<file path="config.mk">
export PLATFORM = sky130hd
export DESIGN_NAME = acp_ctrl
export DESIGN_NICKNAME = d
export VERILOG_FILES = /design/src/verilog/acp_pkg.sv /design/src/verilog/acp_ctrl.sv /design/src/verilog/acp_cmd_decode.sv
export SDC_FILE = /design/constraint.sdc
export NUM_CORES = 1
export LEC_CHECK = 0
export BUFFER_PORTS_ARGS = -buffer_cell sky130_fd_sc_hd__buf_2
export CAP_MARGIN = 20
export CORE_AREA = 2 2 132 134
export DETAILED_ROUTE_END_ITERATION = 8
export DIE_AREA = 0 0 134 136
export PLACE_DENSITY = 0.86
export SLEW_MARGIN = 40
export SYNTH_ARGS = -nofsm -noshare
export SYNTH_HDL_FRONTEND = slang
export SYNTH_SLANG_ARGS = --single-unit
</file>
<file path="constraint.sdc">
create_clock -name i_core_clk -period 3.6 [get_ports i_core_clk]
set_input_delay 0 -clock i_core_clk [delete_from_list [all_inputs] [get_ports i_core_clk]]
set_output_delay 0 -clock i_core_clk [all_outputs]
set_load 0.02 [all_outputs]
</file>
<file path="src/verilog/acp_pkg.sv">
// Constants and types shared by the ATA command protocol control block.
package acp_pkg;
	localparam int ADDR_W = 8;
	// Register byte offsets on the APB slave.
	localparam logic [7:0] OFS_FEATURE = 8'h00;
	localparam logic [7:0] OFS_COUNT = 8'h04;
	localparam logic [7:0] OFS_COMMAND = 8'h08;
	localparam logic [7:0] OFS_STATUS = 8'h0C;
	localparam logic [7:0] OFS_ALT_STATUS = 8'h10;
	localparam logic [7:0] OFS_INFO = 8'h14;
	localparam logic [7:0] OFS_CONTROL = 8'h18;
	localparam logic [7:0] OFS_DATA = 8'h1C;
	// Field positions.
	localparam int STAT_BUSY_POS = 7;
	localparam int STAT_READY_POS = 6;
	localparam int STAT_DREQ_POS = 3;
	localparam int STAT_ERR_POS = 0;
	localparam int INFO_PRIO_POS = 3;
	localparam int INFO_ABORT_POS = 4;
	localparam int CTRL_SRST_POS = 2;
	localparam int PRIO_POS = 7;
	// Protocol class codes.
	localparam logic [2:0] CLS_NONE = 3'h0;
	localparam logic [2:0] CLS_PIO_IN = 3'h1;
	localparam logic [2:0] CLS_PIO_OUT = 3'h2;
	localparam logic [2:0] CLS_NODATA = 3'h3;
	localparam logic [2:0] CLS_DMA = 3'h4;
	localparam logic [2:0] CLS_QDMA = 3'h5;
	// Opcodes and feature values that steer shared opcodes.
	localparam logic [7:0] OP_DIAG = 8'h90;
	localparam logic [7:0] OP_NATIVE_EXT = 8'h27;
	localparam logic [7:0] OP_DEV_CFG = 8'hB1;
	localparam logic [7:0] OP_SANITIZE = 8'hB4;
	localparam logic [7:0] OP_QUEUE_MGMT = 8'h63;
	localparam logic [7:0] OP_SMART = 8'hB0;
	localparam logic [15:0] FT_CFG_RESTORE = 16'h00C0;
	localparam logic [15:0] FT_CFG_FREEZE = 16'h00C1;
	localparam logic [15:0] FT_CFG_IDENT = 16'h00C2;
	localparam logic [15:0] FT_CFG_SET = 16'h00C3;
	localparam logic [15:0] FT_SAN_STATUS = 16'h0000;
	localparam logic [15:0] FT_SAN_CRYPTO = 16'h0011;
	localparam logic [15:0] FT_SAN_OVERWRITE = 16'h0014;
	localparam logic [15:0] FT_SAN_FREEZE = 16'h0020;
	// Sector geometry of PIO transfers.
	localparam int SECT_BYTES = 512;
	localparam int WORD_BYTES = 4;
	localparam int SECT_WORDS = SECT_BYTES / WORD_BYTES;

	typedef enum logic [4:0] {
		ST_IDLE = 5'h01,
		ST_DECODE = 5'h02,
		ST_EXEC = 5'h04,
		ST_PIO = 5'h08,
		ST_DMA = 5'h10
	} acp_state_e;

	typedef struct packed {
		logic [15:0] feature;
		logic [15:0] count;
		logic [7:0] opcode;
	} acp_taskfile_s;

	typedef struct packed {
		acp_state_e st;
		acp_taskfile_s tf;
		logic [2:0] cls;
		logic hi;
		logic err;
		logic busy;
		logic dreq;
		logic rdy;
		logic irq;
		logic [15:0] words;
		logic pready;
		logic pslverr;
		logic [31:0] prdata;
		logic cmd_valid;
		logic pio_rd;
		logic pio_wr;
		logic [31:0] wdata;
		logic abort;
	} acp_regs_s;

	localparam acp_regs_s REGS_RST = '{st: ST_IDLE, default: '0};
endpackage : acp_pkg

</file>
<file path="src/verilog/acp_ctrl.sv">
// Command acceptance, handshake and protocol class control with APB access.
//
// The implementer's own choices: the APB register port and the address map.
`timescale 1ns/1ns
module acp_ctrl (
	input wire logic i_core_clk,
	input wire logic i_sys_rst,
	input wire logic i_comreset,
	input wire logic i_psel,
	input wire logic i_penable,
	input wire logic i_pwrite,
	input wire logic [acp_pkg::ADDR_W-1:0] i_paddr,
	input wire logic [31:0] i_pwdata,
	output logic [31:0] o_prdata,
	output logic o_pready,
	output logic o_pslverr,
	input wire logic i_exec_done,
	input wire logic i_exec_err,
	input wire logic [31:0] i_pio_rdata,
	output logic o_cmd_valid,
	output acp_pkg::acp_taskfile_s o_cmd,
	output logic [2:0] o_cmd_class,
	output logic o_cmd_hi_prio,
	output logic o_pio_rd,
	output logic o_pio_wr,
	output logic [31:0] o_pio_wdata,
	output logic o_busy,
	output logic o_data_req,
	output logic o_intrq,
	output logic o_abort
);
	acp_pkg::acp_regs_s q;
	acp_pkg::acp_regs_s d;
	logic [2:0] dec_cls;
	logic access;
	logic fire;
	logic fire_wr;
	logic fire_rd;
	logic word_go;
	logic reset_evt;

	// A zero sector count means 256 sectors, as on the classic task file.
	function automatic logic [15:0] sector_words(input logic [15:0] cnt);
		logic [16:0] n;
		n = (cnt[7:0] == 8'h00) ? 17'h0_0100 : {9'h000, cnt[7:0]};
		return 16'(n * acp_pkg::SECT_WORDS);
	endfunction : sector_words

	function automatic logic [31:0] status_word(input acp_pkg::acp_regs_s r);
		logic [31:0] s;
		s = 32'h0000_0000;
		s[acp_pkg::STAT_BUSY_POS] = r.busy;
		s[acp_pkg::STAT_READY_POS] = r.rdy;
		s[acp_pkg::STAT_DREQ_POS] = r.dreq;
		s[acp_pkg::STAT_ERR_POS] = r.err;
		return s;
	endfunction : status_word

	function automatic logic mapped(input logic [acp_pkg::ADDR_W-1:0] a);
		return a == acp_pkg::OFS_FEATURE || a == acp_pkg::OFS_COUNT ||
			a == acp_pkg::OFS_COMMAND || a == acp_pkg::OFS_STATUS ||
			a == acp_pkg::OFS_ALT_STATUS || a == acp_pkg::OFS_INFO ||
			a == acp_pkg::OFS_CONTROL || a == acp_pkg::OFS_DATA;
	endfunction : mapped

	acp_cmd_decode u_decode (
		.i_opcode(q.tf.opcode),
		.i_feature(q.tf.feature),
		.o_class(dec_cls)
	);

	always_comb begin
		d = q;
		d.rdy = 1'h1;
		d.cmd_valid = 1'h0;
		d.pio_rd = 1'h0;
		d.pio_wr = 1'h0;
		d.abort = 1'h0;
		d.pslverr = 1'h0;
		access = i_psel & i_penable;
		// One wait state lets read data come from a flop.
		d.pready = access & ~q.pready;
		fire = access & q.pready;
		fire_wr = fire & i_pwrite;
		fire_rd = fire & ~i_pwrite;
		word_go = 1'h0;
		reset_evt = i_comreset;
		if (d.pready) begin
			d.pslverr = ~mapped(i_paddr);
			unique case (i_paddr)
				acp_pkg::OFS_FEATURE: d.prdata = {16'h0000, q.tf.feature};
				acp_pkg::OFS_COUNT: d.prdata = {16'h0000, q.tf.count};
				acp_pkg::OFS_COMMAND: d.prdata = {24'h00_0000, q.tf.opcode};
				acp_pkg::OFS_STATUS, acp_pkg::OFS_ALT_STATUS:
					d.prdata = status_word(q);
				acp_pkg::OFS_INFO: begin
					d.prdata = {29'h0000_0000, q.cls};
					d.prdata[acp_pkg::INFO_PRIO_POS] = q.hi;
					d.prdata[acp_pkg::INFO_ABORT_POS] =
						q.err & (q.cls == acp_pkg::CLS_NONE);
				end
				acp_pkg::OFS_DATA: d.prdata = (q.st == acp_pkg::ST_PIO &&
					q.cls == acp_pkg::CLS_PIO_IN) ? i_pio_rdata : 32'h0000_0000;
				default: d.prdata = 32'h0000_0000;
			endcase
		end
		if (fire_wr) begin
			unique case (i_paddr)
				acp_pkg::OFS_FEATURE: d.tf.feature = i_pwdata[15:0];
				acp_pkg::OFS_COUNT: d.tf.count = i_pwdata[15:0];
				acp_pkg::OFS_COMMAND: begin
					d.irq = 1'h0;
					// Writes while busy or requesting are dropped.
					if (q.st == acp_pkg::ST_IDLE) begin
						d.tf.opcode = i_pwdata[7:0];
						d.busy = 1'h1;
						d.err = 1'h0;
						d.st = acp_pkg::ST_DECODE;
					end
				end
				acp_pkg::OFS_CONTROL:
					reset_evt = reset_evt | i_pwdata[acp_pkg::CTRL_SRST_POS];
				acp_pkg::OFS_DATA:
					if (q.st == acp_pkg::ST_PIO &&
						q.cls == acp_pkg::CLS_PIO_OUT) begin
						d.pio_wr = 1'h1;
						d.wdata = i_pwdata;
						word_go = 1'h1;
					end
				default: d.wdata = q.wdata;
			endcase
		end
		if (fire_rd) begin
			if (i_paddr == acp_pkg::OFS_STATUS) begin
				d.irq = 1'h0;
			end
			if (i_paddr == acp_pkg::OFS_DATA && q.st == acp_pkg::ST_PIO &&
				q.cls == acp_pkg::CLS_PIO_IN) begin
				d.pio_rd = 1'h1;
				word_go = 1'h1;
			end
		end
		unique case (q.st)
			acp_pkg::ST_IDLE: d.st = d.st;
			acp_pkg::ST_DECODE: begin
				d.cls = dec_cls;
				// Priority is passed on; the back end may reorder.
				d.hi = (dec_cls == acp_pkg::CLS_QDMA) &
					q.tf.count[acp_pkg::PRIO_POS];
				if (dec_cls == acp_pkg::CLS_NONE) begin
					d.err = 1'h1;
					d.busy = 1'h0;
					d.st = acp_pkg::ST_IDLE;
				end else begin
					d.cmd_valid = 1'h1;
					if (dec_cls == acp_pkg::CLS_PIO_IN ||
						dec_cls == acp_pkg::CLS_PIO_OUT) begin
						d.words = sector_words(q.tf.count);
						d.dreq = 1'h1;
						d.busy = 1'h0;
						d.st = acp_pkg::ST_PIO;
					end else if (dec_cls == acp_pkg::CLS_NODATA) begin
						d.st = acp_pkg::ST_EXEC;
					end else begin
						d.st = acp_pkg::ST_DMA;
					end
				end
			end
			acp_pkg::ST_EXEC, acp_pkg::ST_DMA:
				if (i_exec_done) begin
					d.err = i_exec_err;
					d.busy = 1'h0;
					d.st = acp_pkg::ST_IDLE;
				end
			acp_pkg::ST_PIO:
				if (word_go) begin
					d.words = q.words - 16'h0001;
					if (q.words == 16'h0001) begin
						d.dreq = 1'h0;
						d.st = acp_pkg::ST_IDLE;
					end
				end
		endcase
		// Raising the interrupt is placed after the status-read and command-write clears so it wins; the reset clear comes later.
		if (q.busy & ~d.busy) begin
			d.irq = 1'h1;
		end
		if (reset_evt) begin
			d.st = acp_pkg::ST_IDLE;
			d.tf = '0;
			d.cls = acp_pkg::CLS_NONE;
			d.hi = 1'h0;
			d.err = 1'h0;
			d.busy = 1'h0;
			d.dreq = 1'h0;
			d.irq = 1'h0;
			d.words = 16'h0000;
			d.cmd_valid = 1'h0;
			d.pio_rd = 1'h0;
			d.pio_wr = 1'h0;
			d.abort = q.st != acp_pkg::ST_IDLE;
		end
	end

	// Ready is low during reset and rises at the first edge after it.
	always_ff @(posedge i_core_clk or posedge i_sys_rst) begin
		if (i_sys_rst) begin
			q <= acp_pkg::REGS_RST;
		end else begin
			q <= d;
		end
	end

	assign o_prdata = q.prdata;
	assign o_pready = q.pready;
	assign o_pslverr = q.pslverr;
	assign o_cmd_valid = q.cmd_valid;
	assign o_cmd = q.tf;
	assign o_cmd_class = q.cls;
	assign o_cmd_hi_prio = q.hi;
	assign o_pio_rd = q.pio_rd;
	assign o_pio_wr = q.pio_wr;
	assign o_pio_wdata = q.wdata;
	assign o_busy = q.busy;
	assign o_data_req = q.dreq;
	assign o_intrq = q.irq;
	assign o_abort = q.abort;
endmodule : acp_ctrl

</file>
<file path="src/verilog/acp_cmd_decode.sv">
// Opcode and feature decoder giving the protocol class of a command.
`timescale 1ns/1ns
module acp_cmd_decode (
	input wire logic [7:0] i_opcode,
	input wire logic [15:0] i_feature,
	output logic [2:0] o_class
);
	// Alternate opcodes sit in the same case items as their primaries.
	function automatic logic [2:0] cls_of(input logic [7:0] op,
		input logic [15:0] ft);
		logic [2:0] c;
		c = acp_pkg::CLS_NONE;
		casez (op)
			8'hEC, 8'hE4, 8'h2F, 8'hC4, 8'h29, 8'h20, 8'h21, 8'h24,
			8'h2B, 8'h5C: c = acp_pkg::CLS_PIO_IN;
			8'h92, 8'h50, 8'hF6, 8'hF4, 8'hF1, 8'hF2, 8'h5E, 8'hE8,
			8'h3F, 8'hC5, 8'h39, 8'hCE, 8'h30, 8'h31, 8'h34,
			8'h3B: c = acp_pkg::CLS_PIO_OUT;
			8'hE5, 8'h98, 8'h51, 8'hE7, 8'hEA, 8'hE3, 8'h97, 8'hE1,
			8'h95, 8'h91, 8'hF8, 8'h40, 8'h41, 8'h42, 8'h1?, 8'hF3,
			8'hF5, 8'h7?, 8'hEF, 8'hF9, 8'h37, 8'hC6, 8'hE6, 8'h99,
			8'hE2, 8'h96, 8'hE0, 8'h94,
			8'h45: c = acp_pkg::CLS_NODATA;
			acp_pkg::OP_DIAG: c = acp_pkg::CLS_NODATA;
			acp_pkg::OP_NATIVE_EXT: c = acp_pkg::CLS_NODATA;
			acp_pkg::OP_QUEUE_MGMT: c = acp_pkg::CLS_NODATA;
			8'hC8, 8'hC9, 8'h25, 8'h47, 8'h2A, 8'h5D, 8'h5F, 8'hCA,
			8'hCB, 8'h35, 8'h3D, 8'h57,
			8'h3A: c = acp_pkg::CLS_DMA;
			8'h60, 8'h61: c = acp_pkg::CLS_QDMA;
			acp_pkg::OP_DEV_CFG: begin
				unique case (ft)
					acp_pkg::FT_CFG_RESTORE,
					acp_pkg::FT_CFG_FREEZE: c = acp_pkg::CLS_NODATA;
					acp_pkg::FT_CFG_IDENT: c = acp_pkg::CLS_PIO_IN;
					acp_pkg::FT_CFG_SET: c = acp_pkg::CLS_PIO_OUT;
					default: c = acp_pkg::CLS_NONE;
				endcase
			end
			acp_pkg::OP_SANITIZE: begin
				unique case (ft)
					acp_pkg::FT_SAN_STATUS, acp_pkg::FT_SAN_CRYPTO,
					acp_pkg::FT_SAN_OVERWRITE,
					acp_pkg::FT_SAN_FREEZE: c = acp_pkg::CLS_NODATA;
					default: c = acp_pkg::CLS_NONE;
				endcase
			end
			acp_pkg::OP_SMART: begin
				unique case (ft[7:0])
					8'hD0, 8'hD1, 8'hD5: c = acp_pkg::CLS_PIO_IN;
					8'hD6: c = acp_pkg::CLS_PIO_OUT;
					8'hD2, 8'hD3, 8'hD4, 8'hD8, 8'hD9, 8'hDA,
					8'hDB: c = acp_pkg::CLS_NODATA;
					default: c = acp_pkg::CLS_NONE;
				endcase
			end
			default: c = acp_pkg::CLS_NONE;
		endcase
		return c;
	endfunction : cls_of

	always_comb begin
		o_class = cls_of(i_opcode, i_feature);
	end
endmodule : acp_cmd_decode

</file>
==> metrics.txt, run 1 <==
status completed; nets about 1100; Req. time, crit path roughly 4.0 ns; fin worst setup slack 0.523 ns; antenna-violating nets left 0; CTS root buf clkbuf_16; area delta synth->final 20.4%; Ports between 150 and 200; TritonCTS clock tree yes; crit path max fanout 22; Post-synth ARST share 1.00; Tcrit/Tclk final 0.855; number of synthesized register bits between 100 and 150; FP Rows between 40 and 50; initial antenna violation count 0; Yosys Warn Count 0; share of cells above drive strength 1 0.287; latest clock arrival within the worst-skew pair around 0.43 ns; HP Class primary input to flop; GR Overflow Total 0; Initial DRT Pass Iterations 5; Peak Freq about 330 MHz; Slew @ Worst Pin 0.798 ns; # fillers ~1400; Period minus WS final just over 3 ns; Seq/Total Area, Yosys 0.433; Final Total Pwr ~3.6 mW; Arr. time, crit path between 3 and 4 ns; clock skew 0.00811 ns; worst path cell trace nand4b_1 > nor4_4 > nand4_1 > o211ai_1 > a21oi_1 > o211ai_4 > mux2_2 > nand2_1; CTS Buffer Depth 2; placed cell count roughly 1200; ranking of synthesized cells by area dfrtp_1, buf_4, nand2_1; initial cell density of the core 0.479; cell taking the most area after synthesis dfrtp_1; slowest stage delay, CP about 0.75 ns; Max-slew headroom 0.468; H-tree depth 4; Mapped Area 8090 um^2; CTS buffer count 17; PD cells ~370 nW/um^2; CTS Sinks between 100 and 150; Setup TNS 0 ns; Crit Path Category flop to flop; Post-Route Utilization 0.577; Die Wd about 130 um; Buf+Inv Stages, Crit Path 0; per-cell routed wire length around 19 um; synthesized instance count between 800 and 900; average size of a mapped cell about 9.1 um^2; Die Ht around 140 um; final WL ~24000 um; RSZ-0062 raised after global routing no; top_reg_cell synth dfrtp_1; Yosys cell types between 70 and 80; largest net degree at the start of global routing between 70 and 80; total nets after synthesis just under 1000; final cell count without fillers 1272; Worst-path clk slew roughly 0.060 ns; core area 16900 um^2; pre-CTS setup slack 0.599 ns; first-pass GRT wire length approximately 38000 um; top-area cell type share of the netlist area 0.430; Design Area, Final around 10000 um^2; hold_ws roughly 0.0066 ns; # diodes 0; slowest stage cell on the critical path dfrtp_1; Max Cap Viol 0; Slew Limit Fails 0; Vias ~7300; Post-synth EDFFs 0; vias in the first global route around 7100; Die Footprint about 18000 um^2; post-CTS setup buffer count 0; GRT Util Overall 0.267; leakage 4.77 nW; drt drc 0; Worst setup SP type flop; dpl hpwl 16400 um; gpl congestion about 1.0; Crit. End Element flop; Final Hold Fails 0; Port Buffers 196; initial drt markers about 750; peak supply drop approximately 0.31 mV; Worst path top cell family by delay compound AO/OA/AOI/OAI gates; Via density approximately 5.7; Final setup violation count 0; placed inst area about 8500 um^2
[cell usage in the layout, fill, tap and decap left out, types with 6 or more instances in the layout]
cell / Yosys / routed
buf_2: 8 / 196
dfrtp_1: 139 / 139
nand2_1: 132 / 132
dlygate4sd3_1: 0 / 69
o21ai_0: 70 / 68
nor2_1: 59 / 58
a21oi_1: 35 / 35
mux2_2: 34 / 34
nand3_1: 29 / 28
nor3_1: 22 / 22
mux2i_1: 17 / 17
clkbuf_16: 0 / 17
buf_4: 110 / 16
nand4_1: 13 / 13
inv_1: 13 / 12
nor2b_1: 12 / 12
a31oi_1: 12 / 12
nor4_1: 10 / 10
o211ai_1: 9 / 9
a22o_1: 9 / 9
or3_1: 6 / 6
and3_1: 6 / 6
nand2b_1: 6 / 6
xnor2_1: 6 / 6
[final timing paths]
path,from,end,slack (ns),depth (start not counted)
setup / recovery,o_cmd[5],q[78],0.52,8
hold / removal,i_paddr[6],o_pslverr,0.007,3
setup reg to reg,o_cmd[5],q[78],0.52,8
hold reg to reg,o_prdata[19],o_prdata[19],0.46,2
max in group asynchronous,i_sys_rst,q[135],2.58,5
min in group asynchronous,i_sys_rst,o_prdata[15],0.10,3
[metal layers]
layer,vias to the layer above,global-route usage,share of wire,routed length (um)
met5,-,0,0,0
met4,0,0.0839,0.021,493
met3,44,0.0921,0.12,2830
met2,407,0.430,0.46,10900
met1,3474,0.341,0.40,9630
li1,3336,-,-,-
[cell type report]
cell class	count	area [um^2]	area share
clock buffers	22	464	0.0476
clock inverters	10	105	0.0108
inverters	14	56.3	0.00578
multi-input cells	578	3500	0.359
flip-flops and latches	140	3500	0.360
well taps	225	282	0.0289
repair buffers	283	1830	0.188
[cell usage after synthesis (all sizes together), types with 3 or more instances]
master  number
a21oi       36
a221o        4
a22o         9
a22oi        5
a311oi       4
a31oi       12
a32oi        4
and2         3
and3         9
buf        127
clkbuf      33
dfrtp      139
inv         13
mux2        34
mux2i       17
nand2      133
nand2b       6
nand3       29
nand4       13
nor2        59
nor2b       12
nor3        22
nor4        13
nor4b        4
o211ai      10
o21ai       71
o41ai        3
or3          7
or4          4
xnor2        6
xor2         4
[worst min-delay path: stages]
cell	delay, ns
buf_2	0.08
nor4_2	0.05
a21oi_1	0.23
[repair_timing]
item                                   4_1_cts  5_1_grt
gates resized for setup                      0        0
endpoints found under the hold margin      217        0
hold buffers                                69        0
[power by group]
group	switching (mW)	internal [mW]	total [mW]
clock	0.716	0.999	1.71
combinational	0.165	0.128	0.293
sequential	0.0108	1.58	1.60
[registers in the layout, indices dropped and copies added (netlist names)]
register / flops
o_pio_wr: 1
o_prdata: 32
o_intrq: 1
o_cmd: 40
o_data_req: 1
o_cmd_hi_prio: 1
o_pio_rd: 1
o_pio_wdata: 32
o_pready: 1
o_cmd_valid: 1
o_abort: 1
o_pslverr: 1
q: 23
o_cmd_class: 3
o_busy: 1
[logic make-up after synthesis]
family	Yosys count	share of synthesized area
other	1	0.000464
adders and majority gates	2	0.00309
DFF	140	0.433
buffers and inverters	174	0.138
and+or+nand+nor	328	0.197
AOI/OAI and AO/OA	186	0.149
muxes	51	0.0684
xor gates and xnor gates	10	0.0108
Power figures use the tool's default switching activity.
==> run 2: changes to the inputs <==
--- a/config.mk
+++ b/config.mk
@@ -7,10 +7,10 @@
 export LEC_CHECK = 0
 export BUFFER_PORTS_ARGS = -buffer_cell sky130_fd_sc_hd__buf_2
 export CAP_MARGIN = 20
-export CORE_AREA = 2 2 132 134
+export CORE_AREA = 2 2 121 123
 export DETAILED_ROUTE_END_ITERATION = 8
-export DIE_AREA = 0 0 134 136
-export PLACE_DENSITY = 0.86
+export DIE_AREA = 0 0 123 125
+export PLACE_DENSITY = 0.95
 export SLEW_MARGIN = 40
 export SYNTH_ARGS = -nofsm -noshare
 export SYNTH_HDL_FRONTEND = slang
==> constraint.sdc (replaced) <==
create_clock -name i_core_clk -period 3.94 [get_ports i_core_clk]
set_input_delay 0 -clock i_core_clk [delete_from_list [all_inputs] [get_ports i_core_clk]]
set_output_delay 0 -clock i_core_clk [all_outputs]
set_load 0.02 [all_outputs]
==> metrics.txt, run 2 (same netlist as run 1, synthesis figures left out) <==
antenna-violating nets left 0 (unchanged); Ports 197 (unchanged); Comb power frac 0.079 (was 0.081); Final Hold Fails 0 (unchanged); RSZ-0062 raised after global routing no (unchanged); per-cell routed wire length 19.8 um (was 18.7 um); Arr. time, crit path 3.57 ns (was 3.44 ns); post-CTS setup buffer count 0 (unchanged); crit path max fanout 18 (was 22); PD cells 343 nW/um^2 (was 370 nW/um^2); Req. time, crit path 4.30 ns (was 3.97 ns); Worst-path clk slew 0.06 ns (about the same); core area 14200 um^2 (was 16900 um^2); most frequent cells in the layout buf_2, dfrtp_1, nand2_1 (unchanged); CTS buffer count 17 (unchanged); worst path cell trace nor2_1 > nand3_1 > buf_4 > nor4_1 > and3b_1 > nor4b_1 > dlygate4sd3_1 (was nand4b_1 > nor4_4 > nand4_1 > o211ai_1 > a21oi_1 > o211ai_4 > mux2_2 > nand2_1); GR Overflow Total 0 (unchanged); Clk pwr share 0.482 (was 0.476); drt drc 0 (unchanged); largest net degree at the start of global routing 120 (was 77); slowest stage cell on the critical path and3b_1 (was dfrtp_1); final WL 24300 um (was 23800 um); most common cell after layout, fill and taps aside buf_2 (unchanged); Worst setup SP type flop (unchanged); Final Total Pwr 3.32 mW (was 3.60 mW); Die Wd 123 um (was 134 um); latest clock arrival within the worst-skew pair 0.44 ns (was 0.43 ns); hold_ws 0.0681 ns (was 0.00663 ns); Port Buffers 196 (unchanged); leakage 4.77 nW (about the same); Peak Freq 312 MHz (was 325 MHz); peak supply drop 0.293 mV (was 0.312 mV); # resized after CTS 0 (unchanged); Setup TNS 0 ns (unchanged); Initial DRT Pass Iterations 5 (unchanged); HP Class primary input to flop (unchanged); max FFs per register 40 (unchanged); Vias 7460 (was 7261); status completed (unchanged); Die Ht 125 um (was 136 um); initial cell density of the core 0.570 (was 0.479); GRT Util Overall 0.324 (was 0.267); Crit. End Element flop (unchanged); first-pass GRT wire length 38500 um (was 38000 um); vias in the first global route 7347 (was 7105); Max Cap Viol 0 (unchanged); Via density 6.08 (was 5.71); CTS Sinks 140 (unchanged); clock skew 0.0137 ns (was 0.00811 ns); NetSw 0.818 mW (was 0.891 mW); TritonCTS clock tree yes (unchanged); Die Footprint 15400 um^2 (was 18200 um^2); switching power share of the total 0.247 (about the same); area delta synth->final 19.5% (was 20.4%); initial drt markers 977 (was 748); Slew @ Worst Pin 0.806 ns (was 0.798 ns); CTS Buffer Depth 2 (unchanged); FP Rows 44 (was 48); Sequential Power Share 0.439 (was 0.443); Max-slew headroom 0.459 (was 0.468); placed cell count 1123 (was 1171); H-tree depth 4 (unchanged); Final setup violation count 0 (unchanged); initial antenna violation count 1 (was 0); share of cells above drive strength 1 0.285 (was 0.287); Post-Route Utilization 0.681 (was 0.577); gpl congestion 1.02 (was 1.01); Crit Path Category flop to flop (unchanged); dpl hpwl 15600 um (was 16400 um); final cell count without fillers 1227 (was 1272); P_int 2.50 mW (was 2.71 mW); # fillers 994 (was 1406); Period minus WS final 3.21 ns (was 3.08 ns); CTS root buf clkbuf_16 (unchanged); Slew Limit Fails 0 (unchanged); Tcrit/Tclk final 0.814 (was 0.855); nets 1111 (was 1116); slowest stage delay, CP 0.72 ns (was 0.75 ns)
-- run 2: cell types whose count changed in the layout (fill, tap and decap cells not counted), sizes merged --
| cell | change |
|---|---|
| buf | -7 |
| clkinv | +7 |
| clkbuf | -5 |
| clkinvlp | -3 |
| bufinv | +1 |
| diode | +1 |
| dlygate4sd3 | +2 |
-- run 2: worst max-delay path, delay by kind of cell (launching register included) --
family / cells / cell delay, ns
and+or+nand+nor: 5 / 1.85
DFF: 1 / 0.48
buffers and inverters: 2 / 0.81
-- run 2: metrics by stage --
stage               instance area, um^2  setup slack (ns)
finish                             9670             0.732
global route                       9670             0.511
CTS                                9660             0.817
detailed placement                 8360             0.928
global placement                   8330              1.03
floorplan                          8090             0.189
-- run 2: what timing repair did --
item / in CTS / in global routing
hold endpoints to repair: 224 / 0
hold buffers: 71 / 0
setup endpoints to repair: 0 / 0
-- run 2: cell type report --
class | count | area [um^2] | area share
Antenna cell | 1 | 2.50 | 0.000259
Clock buffer | 17 | 425 | 0.0440
Clock inverter | 15 | 164 | 0.0170
Inverter | 14 | 65.1 | 0.00673
Multi-Input combinational cell | 578 | 3500 | 0.362
Sequential cell | 140 | 3500 | 0.362
Tap cell | 184 | 230 | 0.0238
Timing Repair Buffer | 278 | 1770 | 0.184
-- run 2: metal layers --
metal  part of all wire  track usage
met2               0.45        0.490
met5                  0            0
met4              0.036        0.153
met1               0.38        0.411
met3               0.13        0.120
-- run 2: power by group through the flow --
stage / clock, mW / sequential [mW] / combinational, mW
floorplan: 0 / 1.48 / 0.114
global placement: 0 / 1.48 / 0.193
detailed placement: 0 / 1.48 / 0.200
CTS: 1.61 / 1.46 / 0.254
global route: 1.68 / 1.46 / 0.285
finish: 1.60 / 1.46 / 0.261
-- run 2: path summary, 6_finish.rpt --
path                              start              end  slack, ns  cells after the start
setup / recovery                 q[137]         o_pio_rd       0.73                      7
hold / removal               i_paddr[4]      o_prdata[5]       0.07                      4
setup reg to reg                 q[137]         o_pio_rd       0.73                      7
hold reg to reg            o_prdata[30]     o_prdata[30]       0.47                      2
max in group asynchronous     i_sys_rst         o_pio_rd       2.96                      4
min in group asynchronous     i_sys_rst  o_pio_wdata[19]       0.17                      3
==> run 3: changes to the inputs <==
--- a/config.mk
+++ b/config.mk
@@ -7,10 +7,10 @@
 export LEC_CHECK = 0
 export BUFFER_PORTS_ARGS = -buffer_cell sky130_fd_sc_hd__buf_2
 export CAP_MARGIN = 20
-export CORE_AREA = 2 2 121 123
+export CORE_AREA = 2 2 126 128
 export DETAILED_ROUTE_END_ITERATION = 8
-export DIE_AREA = 0 0 123 125
-export PLACE_DENSITY = 0.95
+export DIE_AREA = 0 0 128 130
+export PLACE_DENSITY = 0.89
 export SLEW_MARGIN = 40
 export SYNTH_ARGS = -nofsm -noshare
 export SYNTH_HDL_FRONTEND = slang
==> constraint.sdc (replaced) <==
create_clock -name i_core_clk -period 3.3 [get_ports i_core_clk]
set_input_delay 0 -clock i_core_clk [delete_from_list [all_inputs] [get_ports i_core_clk]]
set_output_delay 0 -clock i_core_clk [all_outputs]
set_load 0.02 [all_outputs]
==> metrics.txt, run 3 (same netlist as run 1, synthesis figures left out) <==
CTS buffer count 17 (unchanged); Sequential Power Share 0.424 (was 0.439); peak supply drop 0.343 mV (was 0.293 mV); Vias 7344 (was 7460); initial drt markers 842 (was 977); status completed (unchanged); gpl congestion 0.961 (was 1.02); final WL 24400 um (was 24300 um); latest clock arrival within the worst-skew pair 0.43 ns (was 0.44 ns); fin worst setup slack 0.347 ns (was 0.732 ns); Final Hold Fails 0 (unchanged); HP Class primary input to flop (unchanged); CTS root buf clkbuf_16 (unchanged); per-cell routed wire length 19.6 um (was 19.8 um); Port Buffers 196 (unchanged); share of cells above drive strength 1 0.295 (was 0.285); hold_ws 0.0492 ns (was 0.0681 ns); P_int 3.12 mW (was 2.50 mW); antenna-violating nets left 0 (unchanged); area delta synth->final 21.4% (was 19.5%); clock skew 0.00917 ns (was 0.0137 ns); Initial DRT Pass Iterations 6 (was 5); final cell count without fillers 1246 (was 1227); DR WL met2 11500 um (was 10900 um); top sig layer met4 (unchanged); Peak Freq 339 MHz (was 312 MHz); Via density 5.89 (was 6.08); Worst setup SP type flop (unchanged); GRT Util Overall 0.298 (was 0.324); first-pass GRT wire length 38400 um (was 38500 um); largest net degree at the start of global routing 76 (was 120); Req. time, crit path 3.66 ns (was 4.30 ns); initial antenna violation count 0 (was 1); leakage 4.85 nW (was 4.77 nW); Die Ht 130 um (was 125 um); Slew @ Worst Pin 0.908 ns (was 0.806 ns); Max Cap Viol 0 (unchanged); met3 WL 2670 um (was 3140 um); CTS Buffer Depth 2 (unchanged); Period minus WS final 2.95 ns (was 3.21 ns); RSZ-0062 raised after global routing no (unchanged); max FFs per register 40 (unchanged); vias in the first global route 7132 (was 7347); area of the multi-input gates 3500 um^2 (about the same); dpl hpwl 16300 um (was 15600 um); Clk pwr share 0.498 (was 0.482); Tcrit/Tclk final 0.895 (was 0.814); most common cell after layout, fill and taps aside buf_2 (unchanged); GR Overflow Total 0 (unchanged); crit path max fanout 19 (was 18); Comb power frac 0.078 (was 0.079); Worst-path clk slew 0.07 ns (was 0.06 ns); Storage cell area 3500 um^2 (unchanged); # resized after CTS 0 (unchanged); Max-slew headroom 0.391 (was 0.459); switching power share of the total 0.241 (was 0.247); PD cells 418 nW/um^2 (was 343 nW/um^2); most frequent cells in the layout buf_2, dfrtp_1, nand2_1 (unchanged); Setup TNS 0 ns (unchanged); post-CTS setup buffer count 0 (unchanged); Post-Route Utilization 0.637 (was 0.681); core area 15400 um^2 (was 14200 um^2); FP Rows 46 (was 44); Slew Limit Fails 0 (unchanged); TritonCTS clock tree yes (unchanged); NetSw 0.988 mW (was 0.818 mW); H-tree depth 4 (unchanged); initial cell density of the core 0.524 (was 0.570); # fillers 1211 (was 994); drt drc 0 (unchanged); CTS Sinks 140 (unchanged); Arr. time, crit path 3.31 ns (was 3.57 ns); # diodes 0 (was 1); Crit. End Element flop (unchanged); placed cell count 1144 (was 1123); nets 1123 (was 1111); Crit Path Category flop to flop (unchanged); Final setup violation count 0 (unchanged); Die Wd 128 um (was 123 um); wl on met1 9560 um (was 9300 um); pre-CTS setup slack 0.392 ns (was 0.928 ns); Die Footprint 16600 um^2 (was 15400 um^2); Ports 197 (unchanged)
[run 3: critical path: stages (launching register included)]
cell and delay [ns]:
dfrtp_1 0.60, nand4b_1 0.36, nor4bb_1 0.43, a32oi_1 0.20
o211a_1 0.17, and3_2 0.24, o211ai_4 0.42, mux2_2 0.39
nand2_1 0.07
[run 3: path summary, 6_finish.rpt]
kind | start | end | slack (ns) | cells after the start
worst max-delay path | o_cmd[6] | q[78] | 0.35 | 8
worst min-delay path | i_paddr[4] | o_prdata[5] | 0.05 | 4
worst max register to register | o_cmd[6] | q[78] | 0.35 | 8
worst min register to register | o_prdata[21] | o_prdata[21] | 0.46 | 2
max in group asynchronous | i_sys_rst | q[135] | 2.28 | 5
min in group asynchronous | i_sys_rst | o_prdata[26] | 0.10 | 3
[run 3: stage by stage]
| stage | total power [mW] | cell area [um^2] |
|---|---|---|
| after global placement | 2.01 | 8450 |
| after global routing | 4.24 | 9820 |
| after CTS | 4.12 | 9800 |
| after floorplan | 1.91 | 8090 |
| after detailed placement | 2.02 | 8480 |
| final | 4.10 | 9820 |
[run 3: area by class of cell]
type,instances,area share
flip-flops and latches,140,0.357
multi-input cells,578,0.356
repair buffers,290,0.193
clock buffers,19,0.0461
well taps,192,0.0245
clock inverters,13,0.0180
inverters,14,0.00573
[run 3: power by group through the flow]
stage	sequential [mW]	clock [mW]	combinational [mW]
2_1_floorplan	1.77	0	0.137
6_report	1.74	2.04	0.319
3_5_place_dp	1.77	0	0.245
3_3_place_gp	1.77	0	0.239
5_1_grt	1.74	2.15	0.349
4_1_cts	1.74	2.07	0.307
[run 3: per-layer routing]
| metal | vias to the layer above | global-route usage |
|---|---|---|
| met3 | 49 | 0.0787 |
| met1 | 3487 | 0.379 |
| met4 | 0 | 0.119 |
| li1 | 3350 | - |
| met2 | 458 | 0.489 |
| met5 | - | 0 |
[run 3: what timing repair did]
item                       4_1_cts  5_1_grt
setup endpoints to repair        0        0
hold buffers                    69        0
hold endpoints to repair       143        0
